File: config.mk
export PLATFORM = sky130hd
export DESIGN_NAME = ism_switch_matrix
export DESIGN_NICKNAME = d
export VERILOG_FILES = /design/src/core/ism_pkg.sv /design/src/core/ism_switch_matrix.sv
export VERILOG_INCLUDE_DIRS = /design/src /design/src/core
export SDC_FILE = /design/constraint.sdc
export NUM_CORES = 1
export LEC_CHECK = 0
export BUFFER_PORTS_ARGS = -buffer_cell sky130_fd_sc_hd__clkbuf_2
export CORE_MARGIN = 3
export CORE_UTILIZATION = 57
export DETAILED_ROUTE_END_ITERATION = 16
export GPL_TIMING_DRIVEN = 0
export HOLD_SLACK_MARGIN = 0.02
export PLACE_DENSITY = 0.81
export SETUP_SLACK_MARGIN = 0.3
export SYNTH_ARGS = -nofsm -noshare
export SYNTH_HDL_FRONTEND = slang
export SYNTH_SLANG_ARGS = --single-unit
File: constraint.sdc
create_clock -name mclk -period 3.1 [get_ports mclk]
set_input_delay 0.31 -clock mclk [delete_from_list [all_inputs] [get_ports mclk]]
set_output_delay 0.31 -clock mclk [all_outputs]
set_load 0.01 [all_outputs]
File: src/core/ism_defines.svh
// constants for the io signal switch matrix
`ifndef ISM_DEFINES_SVH
`define ISM_DEFINES_SVH
`define ISM_NSRC 25
`define ISM_NDST 18
`define ISM_SELW 5
`define ISM_SRC_IN0 5'h00
`define ISM_SRC_RXD 5'h04
`define ISM_SRC_TXU1 5'h05
`define ISM_SRC_PG0 5'h06
`define ISM_SRC_PG1 5'h07
`define ISM_SRC_PWMA 5'h08
`define ISM_SRC_PWMB 5'h09
`define ISM_SRC_EXPOSE 5'h0A
`define ISM_SRC_READOUT 5'h0B
`define ISM_SRC_SEQPULSE 5'h0C
`define ISM_SRC_PWMC 5'h0D
`define ISM_SRC_PWMD 5'h0E
`define ISM_SRC_SEQACT 5'h0F
`define ISM_SRC_DEB 5'h10
`define ISM_SRC_DIV 5'h11
`define ISM_SRC_PWMMASK 5'h12
`define ISM_SRC_LOGIC 5'h13
`define ISM_SRC_PG2 5'h14
`define ISM_SRC_PG3 5'h15
`define ISM_SRC_MFTRXD 5'h16
`define ISM_SRC_TRIGFB 5'h17
`define ISM_SRC_TXU2 5'h18
`define ISM_DST_SEQTRIG 7
`define ISM_DST_DEB 8
`define ISM_DST_DIV 9
`define ISM_DST_LOGA 10
`define ISM_DST_LOGB 11
`define ISM_DST_PG0 13
`define ISM_DEF_SEL 5'h00
`define ISM_LOG_AND 2'h0
`define ISM_LOG_OR 2'h1
`define ISM_LOG_XOR 2'h2
`define ISM_LOG_NAND 2'h3
`endif

File: src/core/ism_pkg.sv
// types for the io signal switch matrix
package ism_pkg;
    // per-line conditioning options
    typedef struct packed {
        logic inv;
        logic force_hi;
    } ism_lineopt_s;
    // one destination's configuration
    typedef struct packed {
        logic [4:0] sel;
        ism_lineopt_s opt;
    } ism_route_s;
    // non-volatile store handshake
    typedef enum logic [3:0] {
        ISM_ST_LOAD = 4'h1,
        ISM_ST_WAIT = 4'h2,
        ISM_ST_RUN = 4'h4,
        ISM_ST_SAVE = 4'h8
    } ism_state_e;
endpackage : ism_pkg

File: src/core/ism_switch_matrix.sv
// io signal switch matrix with persistent routing
`timescale 1ns/1ps
`include "ism_defines.svh"
module ism_switch_matrix #(
    parameter int NSRC = `ISM_NSRC,
    parameter int NDST = `ISM_NDST
) (
    input wire logic mclk,
    input wire logic arst_n,
    // physical pins: 3-stage synchronised
    input wire logic [3:0] pin_trig_in,
    input wire logic pin_rxd,
    input wire logic pin_mft_rxd,
    // same-clock sources from function modules
    input wire logic [NSRC-1:0] mod_src,
    // configuration port
    input wire logic cfg_we,
    input wire logic [4:0] cfg_dst,
    input wire ism_pkg::ism_route_s cfg_route,
    input wire logic [4:0] cfg_src_idx,
    input wire ism_pkg::ism_lineopt_s cfg_src_opt,
    input wire logic cfg_src_we,
    input wire logic [1:0] cfg_log_op,
    input wire logic cmd_default,
    input wire logic cmd_save,
    // non-volatile store
    input wire logic nv_valid,
    input wire logic nv_rd_done,
    input wire ism_pkg::ism_route_s [NDST-1:0] nv_rd_data,
    output logic nv_rd_req,
    output logic nv_wr_req,
    output ism_pkg::ism_route_s [NDST-1:0] nv_wr_data,
    input wire logic nv_wr_done,
    // outputs
    output logic [NDST-1:0] dst_out,
    output logic [3:0] pin_od_oe_n,
    output logic logic_result,
    output logic cfg_busy
);
    // synchroniser chain for the six pin inputs
    logic [5:0] s1_q, s2_q, s3_q, pin_q;
    always_ff @(posedge mclk or negedge arst_n) begin
        if (!arst_n) begin
            s1_q <= 6'h00;
            s2_q <= 6'h00;
            s3_q <= 6'h00;
            pin_q <= 6'h00;
        end else begin
            s1_q <= {pin_mft_rxd, pin_rxd, pin_trig_in};
            s2_q <= s1_q;
            s3_q <= s2_q;
            // accept a change only when stages agree
            pin_q <= pin_q ^ ((s2_q ~^ s3_q) & (s2_q ^ pin_q));
        end
    end

    // function modules fed from their own slots, pins and the logic result overlay theirs
    logic log_res_q;
    logic [NSRC-1:0] src_raw;
    assign src_raw = {mod_src[NSRC-1:23], pin_q[5], mod_src[21:20],
        log_res_q, mod_src[18:5], pin_q[4], pin_q[3:0]};

    // conditioning function shared by sources and destinations
    function automatic logic cond(input logic v, input ism_pkg::ism_lineopt_s o);
        cond = (o.force_hi ? 1'b1 : v) ^ o.inv;
    endfunction : cond

    ism_pkg::ism_lineopt_s src_opt_q [NSRC];
    logic [NSRC-1:0] src_c;
    genvar gs;
    generate
        for (gs = 0; gs < NSRC; gs++) begin : g_src
            assign src_c[gs] = cond(src_raw[gs], src_opt_q[gs]);
        end
    endgenerate

    // routing table
    ism_pkg::ism_route_s route_q [NDST];
    ism_pkg::ism_state_e st_q;
    logic [NDST-1:0] pre_out;
    logic [NDST-1:0] sel_ok; // select names an existing source
    logic [NDST-1:0] sel_raw; // selected source before destination options
    generate
        for (gs = 0; gs < NDST; gs++) begin : g_dst
            // invalid select reads low, yet force and inversion still apply
            assign sel_ok[gs] = (route_q[gs].sel < 5'(NSRC));
            assign sel_raw[gs] = sel_ok[gs] ? src_c[route_q[gs].sel] : 1'b0;
            assign pre_out[gs] = cond(sel_raw[gs], route_q[gs].opt);
        end
    endgenerate

    // boolean unit on operand destinations
    logic log_d;
    always_comb begin
        case (cfg_log_op)
            `ISM_LOG_AND: log_d = pre_out[`ISM_DST_LOGA] & pre_out[`ISM_DST_LOGB];
            `ISM_LOG_OR: log_d = pre_out[`ISM_DST_LOGA] | pre_out[`ISM_DST_LOGB];
            `ISM_LOG_XOR: log_d = pre_out[`ISM_DST_LOGA] ^ pre_out[`ISM_DST_LOGB];
            default: log_d = ~(pre_out[`ISM_DST_LOGA] & pre_out[`ISM_DST_LOGB]);
        endcase
    end

    // registered outputs; one cycle latency from source
    always_ff @(posedge mclk or negedge arst_n) begin
        if (!arst_n) begin
            dst_out <= '0;
            pin_od_oe_n <= 4'hF;
            log_res_q <= 1'b0;
            logic_result <= 1'b0;
        end else begin
            dst_out <= pre_out;
            pin_od_oe_n <= ~pre_out[3:0]; // open drain: low enable drives low level
            log_res_q <= log_d;
            logic_result <= log_d;
        end
    end

    // configuration state machine: load after reset, save on command
    ism_pkg::ism_state_e st_d;
    always_comb begin
        case (st_q)
            ism_pkg::ISM_ST_LOAD: st_d = nv_valid ? ism_pkg::ISM_ST_WAIT : ism_pkg::ISM_ST_RUN;
            ism_pkg::ISM_ST_WAIT: st_d = nv_rd_done ? ism_pkg::ISM_ST_RUN : ism_pkg::ISM_ST_WAIT;
            ism_pkg::ISM_ST_RUN: st_d = cmd_save ? ism_pkg::ISM_ST_SAVE : ism_pkg::ISM_ST_RUN;
            ism_pkg::ISM_ST_SAVE: st_d = nv_wr_done ? ism_pkg::ISM_ST_RUN : ism_pkg::ISM_ST_SAVE;
            default: st_d = ism_pkg::ISM_ST_RUN;
        endcase
    end

    always_ff @(posedge mclk or negedge arst_n) begin
        if (!arst_n) begin
            st_q <= ism_pkg::ISM_ST_LOAD;
            nv_rd_req <= 1'b0;
            nv_wr_req <= 1'b0;
            cfg_busy <= 1'b1;
        end else begin
            st_q <= st_d;
            nv_rd_req <= (st_d == ism_pkg::ISM_ST_WAIT);
            nv_wr_req <= (st_d == ism_pkg::ISM_ST_SAVE);
            cfg_busy <= (st_d != ism_pkg::ISM_ST_RUN);
        end
    end

    // route table writes; default wins over port writes, and applies in the run state only
    always_ff @(posedge mclk or negedge arst_n) begin
        if (!arst_n) begin
            for (int i = 0; i < NDST; i++) begin
                route_q[i] <= '{sel: `ISM_DEF_SEL, opt: '0};
            end
            for (int i = 0; i < NSRC; i++) begin
                src_opt_q[i] <= '0;
            end
        end else if (cmd_default && st_q == ism_pkg::ISM_ST_RUN) begin
            for (int i = 0; i < NDST; i++) begin
                route_q[i] <= '{sel: `ISM_DEF_SEL, opt: '0};
            end
            for (int i = 0; i < NSRC; i++) begin
                src_opt_q[i] <= '0;
            end
        end else if (st_q == ism_pkg::ISM_ST_WAIT && nv_rd_done) begin
            for (int i = 0; i < NDST; i++) begin
                route_q[i] <= nv_rd_data[i];
            end
        end else if (st_q == ism_pkg::ISM_ST_RUN) begin
            if (cfg_we && cfg_dst < 5'(NDST)) begin
                route_q[cfg_dst] <= cfg_route;
            end
            if (cfg_src_we && cfg_src_idx < 5'(NSRC)) begin
                src_opt_q[cfg_src_idx] <= cfg_src_opt;
            end
        end
    end

    // snapshot presented to the store while saving
    always_ff @(posedge mclk or negedge arst_n) begin
        if (!arst_n) begin
            nv_wr_data <= '0;
        end else if (st_q == ism_pkg::ISM_ST_RUN && cmd_save) begin
            for (int i = 0; i < NDST; i++) begin
                nv_wr_data[i] <= route_q[i];
            end
        end
    end
endmodule : ism_switch_matrix

==> impl_results.md, run 1 <==
- Maxcap violations: 0
- Worst hold stages: 3
- Routed wire length per instance: 25.9 µm
- Power per Cell Area: 498 mW/mm²
- Area Growth Syn to Fin: 22.4%
- Total GRT Usage: 35.6%
- Syn Nets: 1,881
- CTS root buf: clkbuf_16
- Drt pass-1 iters: 7
- Critical path startpoint category: flip-flop
- Die Y: 189 µm
- Cell variety after synth: 59
- Area post-placement: 0.0214 mm²
- Pin count of the biggest net entering global routing: 112
- Row cnt: 66
- Static leakage: 0.0103 µW
- Post-synth top area cell: dfrtp_1
- Worst path arrival time: 3.22 ns
- Synth async-reset ratio: 100%
- Layout cells sized above 1: 37.0%
- Detail Placement HPWL: 46.9 mm
- Core footprint: 0.0329 mm²
- Most common cell after layout, fill and taps aside: clkbuf_2
- CTS buffer count: 38
- Via/cell ratio: 6.82
- Path depth of the worst reg2reg path: 8
- Avg Inst Size Synth: 11.3 µm²
- Worst Hold Class: in -> reg
- Min Hold Slack: 0.0761 ns
- Most frequent cells in the layout: clkbuf_2 (351), dfrtp_1 (350), nand2_1 (181), a22oi_1 (127), o31ai_1 (127)
- Final min period: 2.82 ns
- Placer Congestion: 0.973
- Final period util: 91.1%
- Clock sink total: 356
- Final Cell Area: 0.0235 mm²
- Post-Syn Instances: 1,694
- Ys flop type: dfrtp_1
- Drt total wl: 66.1 mm
- Global-route wire length before repair: 97.8 mm
- Crit. End Element: flip-flop
- H-tree Lvls: 2
- Syn Std Cell Area: 0.0192 mm²
- Die W: 189 µm
- Io pins: 339
- Flops & latches, synth: 356
- Outcome: completed
- Initial antenna violation count: 3
- Starting Density: 58.3%
- Total gr overflow: 0
- Port buffer count: 319
- Vias: 17,400
- Slew headroom: 7.62%
- Antenna Nets Post-Route: 0
- Worst path required time: 3.49 ns
- Die ar.: 0.0359 mm²
- CP Max Fanout: 9
- Drc violations: 0
- Fin. Hold Viols: 0
- Vias in the first global route: 17,100
- RSZ-0062 raised after global routing: true
- Post-synthesis sequential area ratio: 46.5%
- Clock transition at the registers of the reported paths: 0.06 ns
- Endpoints failing setup: 0
- Yosys top cell area share: 45.7%
- Final Max Tran Viols: 0
- Worst Skew: 0.0185 ns
- Fmax: 354 MHz
- Clock Path Buffers: 3
- Yosys warns: 0
- WS Path Type: reg -> reg
- Post-synth EDFFs: 0
- Layout Nets: 2,266
- VDD IR-drop max: 0.373 mV
- Synth area leaders: dfrtp_1 (46%), mux4_2 (12%), mux2_2 (7.2%)
- CTS tree: done
- Initial DRC Count: 2,507
- Worst skew pair latency: 0.54 ns
- Tightest Pin Transition: 1.38 ns
[cells by family after synthesis]
family,synth area share (%)
flip-flops,46.5
multiplexers,22.2
adder cells (fa/ha/maj),0.313
other,0.0196
buffers and inverters,3.49
XOR/XNOR,2.28
AO/OA/AOI/OAI,14.6
AND/OR/NAND/NOR,10.6
[cells in the mapped netlist, types with 3 or more instances]
library cell  instances
and3_1                3
dfrtp_1             350
buf_1                34
a21oi_1              77
mux2_2              123
nor4_1               11
nand4_1              14
inv_1                10
mux4_2              104
nor3_1               10
mux2i_1              14
nand3_1              17
buf_6                 4
o31ai_1             127
nor2_1              130
xor2_1               23
nand2_1             182
nand3b_1              5
or3_4                 3
o21ai_0              72
nor2_2                4
clkbuf_1            105
and2_1                6
or3_1                10
nor3b_1              12
mux4_1               15
nand2b_1              4
buf_2                13
or3b_2                5
maj3_1                6
o2111ai_1             3
dfstp_2               6
a22oi_1             127
and2_4                4
xnor2_1              27
or4_1                 3
nand4b_1              3
[layer usage]
layer | vias up | GRT usage [%] | part of all wire, %
met3 | 350 | 9.68 | 13
met4 | 4 | 20.1 | 6.6
met1 | 8481 | 45.0 | 34
met5 | - | 0 | 0.041
met2 | 1384 | 55.8 | 46
li1 | 7140 | - | -
[worst paths after layout]
path	to	slack (ns)	startpoint
worst max-delay path	dst_out[4]	0.28	src_opt_q[28]
worst min-delay path	log_res_q	0.08	cfg_log_op[1]
worst max register to register	dst_out[4]	0.28	src_opt_q[28]
worst min register to register	s2_q[5]	0.35	s1_q[5]
max in group asynchronous	route_q[41]	1.44	arst_n
min in group asynchronous	dst_out[1]	0.28	arst_n
[state kept, by name (all words and copies together) (netlist names), named ones only]
signal	count
cfg_busy	1
dst_out	18
log_res_q	1
nv_rd_req	1
nv_wr_data	126
nv_wr_req	1
pin_od_oe_n	4
route_q	126
s1_q	6
s2_q	6
s3_q	6
src_opt_q	50
st_q	4
[report_power, final]
group | total [µW] | switching, µW | internal [µW]
combinational | 2150 | 1300 | 849
sequential | 5050 | 167 | 4880
clock | 4500 | 1890 | 2610
[worst max-delay path, cell delays in order (launching register included)]
cell     delay (ns)
dfrtp_1        0.37
nor2_1         0.23
xor2_1         0.83
mux4_2         0.40
nor2_1         0.04
a21oi_1        0.12
nor3b_1        0.06
nor4_1         0.35
xnor2_1        0.27
[per-stage QoR]
stage | setup TNS, ns | utilization [%] | setup WS (ns) | total power [µW] | cells
final | 0 | 71.4 | 0.276 | 11700 | 2547
after global routing | 0 | 71.4 | 0.243 | 12000 | 2547
after CTS | 0 | 70.0 | 0.182 | 11600 | 2532
after detailed placement | -11.25 | 65.2 | -0.256 | 7060 | 2458
after global placement | -2037.97 | 64.9 | -5.78 | 7000 | 2455
after floorplan | 0 | - | 0.694 | 6210 | 1694
[timing repair]
| action | CTS | global route |
|---|---|---|
| gates resized for setup | 74 | 83 |
| hold endpoints to repair | 51 | 0 |
| pin swaps | 2 | 8 |
| gates cloned | 0 | 0 |
| hold buffers | 7 | 0 |
| endpoints found under the setup margin | 247 | 290 |
| buffers inserted | 2 | 14 |
[layout make-up]
class                      instances  area, µm²
antenna                            1       2.50
buffer                           156        692
clock buffer                      50       1080
clock inverter                    15        135
fill                            2317       9390
inverter                          10       37.5
multi-input combinational       1172      10200
sequential                       356       8920
tap                              442        553
timing repair buffer             345       1880
(Power assumes the default switching activity.)
==> run 2, diff against run 1 <==
--- a/config.mk
+++ b/config.mk
@@ -8,12 +8,13 @@
 export LEC_CHECK = 0
 export BUFFER_PORTS_ARGS = -buffer_cell sky130_fd_sc_hd__clkbuf_2
 export CORE_MARGIN = 3
-export CORE_UTILIZATION = 57
+export CORE_UTILIZATION = 45
 export DETAILED_ROUTE_END_ITERATION = 16
 export GPL_TIMING_DRIVEN = 0
 export HOLD_SLACK_MARGIN = 0.02
-export PLACE_DENSITY = 0.81
+export PLACE_DENSITY = 0.66
 export SETUP_SLACK_MARGIN = 0.3
+export SLEW_MARGIN = 10
 export SYNTH_ARGS = -nofsm -noshare
 export SYNTH_HDL_FRONTEND = slang
 export SYNTH_SLANG_ARGS = --single-unit
==> run 2 against run 1 <==
Setup slack better by 0.014 ns. Clock power up 12%. Clock-buffer cell count up 7. Sequential cell count unchanged. Sequential share of layout area down 0.49 points. Via count down 3.1%. Utilization down 14 points. First-iteration DRC count down 30%. Sequential power about the same. Design area up 1.3%. Critical path type unchanged. Largest cell class unchanged. Largest power group unchanged.
==> impl_results.md, run 2 (synthesized netlist as in run 1, its figures left out) <==
- Antenna Nets Post-Route: 0 (unchanged)
- Multi-input gate area: 0.0102 mm² (about the same)
- Final Max Tran Viols: 0 (unchanged)
- Min Hold Slack: 0.0630 ns (was 0.0761 ns)
- Maxcap violations: 0 (unchanged)
- Clock transition at the registers of the reported paths: 0.06 ns (about the same)
- Cells along the critical path: nor2_1 -> xnor2_2 -> mux4_2 -> nand3_1 -> nand4_1 -> or3_4 -> a311oi_2 -> nor3_2 (was nor2_1 -> xor2_1 -> mux4_2 -> nor2_1 -> a21oi_1 -> nor3b_1 -> nor4_1 -> xnor2_1)
- Vias in the first global route: 16,600 (was 17,100)
- Drc violations: 0 (unchanged)
- Io pins: 339 (unchanged)
- CP Max Fanout: 8 (was 9)
- Layout cells sized above 1: 36.6% (was 37.0%)
- Most common cell after layout, fill and taps aside: dfrtp_1 (was clkbuf_2)
- Drt pass-1 iters: 6 (was 7)
- Global-route wire length before repair: 102 mm (was 97.8 mm)
- H-tree Lvls: 2 (unchanged)
- Fin. Hold Viols: 0 (unchanged)
- Layout Nets: 2,270 (was 2,266)
- Tightest Pin Transition: 1.30 ns (was 1.38 ns)
- Worst Skew: 0.0182 ns (was 0.0185 ns)
- Core footprint: 0.0415 mm² (was 0.0329 mm²)
- Slowest cell delay on critical path: 0.52 ns (was 0.83 ns)
- Slew headroom: 13.2% (was 7.62%)
- Detail Placement HPWL: 50.4 mm (was 46.9 mm)
- WS Path Type: reg -> reg (unchanged)
- Crit-path slowest cell: mux4_2 (was xor2_1)
- Pin count of the biggest net entering global routing: 102 (was 112)
- RSZ-0062 raised after global routing: true (unchanged)
- Total GRT Usage: 30.1% (was 35.6%)
- CTS tree: done (unchanged)
- Clock sink total: 356 (unchanged)
- Drt total wl: 69.0 mm (was 66.1 mm)
- Worst Hold Class: in -> reg (unchanged)
- Crit. End Element: flip-flop (unchanged)
- Routed wire length per instance: 26.1 µm (was 25.9 µm)
- Initial antenna violation count: 1 (was 3)
- Final min period: 2.81 ns (was 2.82 ns)
- Critical path startpoint category: flip-flop (unchanged)
- Fillcell total: 3,524 (was 2,317)
- Row cnt: 74 (was 66)
- Endpoints failing setup: 0 (unchanged)
- Outcome: completed (unchanged)
- Placer Congestion: 0.944 (was 0.973)
- Power per Cell Area: 515 mW/mm² (was 498 mW/mm²)
- Vias: 16,800 (was 17,400)
- Die Y: 212 µm (was 189 µm)
- Most frequent cells in the layout: dfrtp_1 (350), clkbuf_2 (345), nand2_1 (181), a22oi_1 (127), o31ai_1 (127) (was clkbuf_2 (351), dfrtp_1 (350), nand2_1 (181), a22oi_1 (127), o31ai_1 (127))
- Worst path arrival time: 3.25 ns (was 3.22 ns)
- Via/cell ratio: 6.36 (was 6.82)
- Starting Density: 46.2% (was 58.3%)
- Antenna fix cells: 0 (was 1)
- Worst path required time: 3.54 ns (was 3.49 ns)
- Fmax: 356 MHz (was 354 MHz)
- Util after Layout: 57.3% (was 71.4%)
- Final period util: 90.6% (was 91.1%)
- Clock Path Buffers: 3 (unchanged)
- Die ar.: 0.0451 mm² (was 0.0359 mm²)
- Die W: 212 µm (was 189 µm)
- Top flop regs: nv_wr_data: 126 flops, route_q: 126 flops, src_opt_q: 50 flops (unchanged)
- Final Cell Area: 0.0238 mm² (was 0.0235 mm²)
- Port buffer count: 319 (unchanged)
- Initial DRC Count: 1,747 (was 2,507)
- Static leakage: 0.0104 µW (was 0.0103 µW)
- CTS buffer count: 40 (was 38)
- Area Growth Syn to Fin: 24.0% (was 22.4%)
- Area post-placement: 0.0215 mm² (was 0.0214 mm²)
- CTS root buf: clkbuf_16 (unchanged)
- Reg area: 0.00892 mm² (unchanged)
- Total gr overflow: 0 (unchanged)
- Worst skew pair latency: 0.57 ns (was 0.54 ns)
- VDD IR-drop max: 0.426 mV (was 0.373 mV)
[run 2: area by class of cell]
class | instances | share of cell area (%)
Inverter | 10 | 0.158
Sequential cell | 356 | 37.5
Clock inverter | 17 | 0.963
Multi-Input combinational cell | 1172 | 42.8
Buffer | 156 | 2.93
Tap cell | 532 | 2.80
Timing Repair Buffer | 347 | 7.97
Clock buffer | 57 | 4.86
[run 2: critical path, delay by kind of cell, from the launching register on]
kind / cells / cell delay [ns]
AND/OR/NAND/NOR: 5 / 1.15
multiplexers: 1 / 0.52
AO/OA/AOI/OAI: 1 / 0.32
XOR/XNOR: 1 / 0.26
flip-flops: 1 / 0.44
[run 2: final timing paths]
check	to	from	depth (start not counted)	slack, ns
min reg2reg	s2_q[5]	s1_q[5]	0	0.35
max reg2reg	log_res_q	flip-flop	8	0.29
max	log_res_q	flip-flop	8	0.29
max in group asynchronous	nv_wr_data[84]	arst_n	4	1.40
min	cfg_busy	nv_wr_done	4	0.06
min in group asynchronous	dst_out[0]	arst_n	2	0.32
[run 2: what timing repair did]
action / 4_1_cts / 5_1_grt
cloned: 0 / 0
resized for setup: 61 / 89
pin swaps: 1 / 6
hold buffers: 8 / 0
hold endpoints to repair: 77 / 0
buffers inserted: 0 / 17
setup endpoints to repair: 250 / 232
[run 2: per-stage QoR]
step           total power [µW]  setup slack [ns]  setup TNS (ns)  instances
6_report                  12200             0.290               0       2647
5_1_grt                   12700             0.189               0       2647
4_1_cts                   12200            0.0587               0       2630
3_5_place_dp               7110            -0.356          -21.03       2548
3_3_place_gp               7060             -6.01        -2129.67       2545
2_1_floorplan              6210             0.694               0       1694
[run 2: power by group]
part | internal, µW | switching (µW) | total [µW] | leakage, µW
clock network | 3030 | 2020 | 5050 | 0.000686
logic | 845 | 1300 | 2150 | 0.00483
registers | 4880 | 168 | 5050 | 0.00483
total | 8760 | 3480 | 12200 | 0.0104
[run 2: per-layer routing]
layer	part of all wire [%]	vias to the layer above	track usage [%]
met5	0.023	-	0
met4	5.3	2	14.5
met3	10	216	6.36
met2	46	1015	45.8
met1	39	8442	41.3
li1	-	7151	-
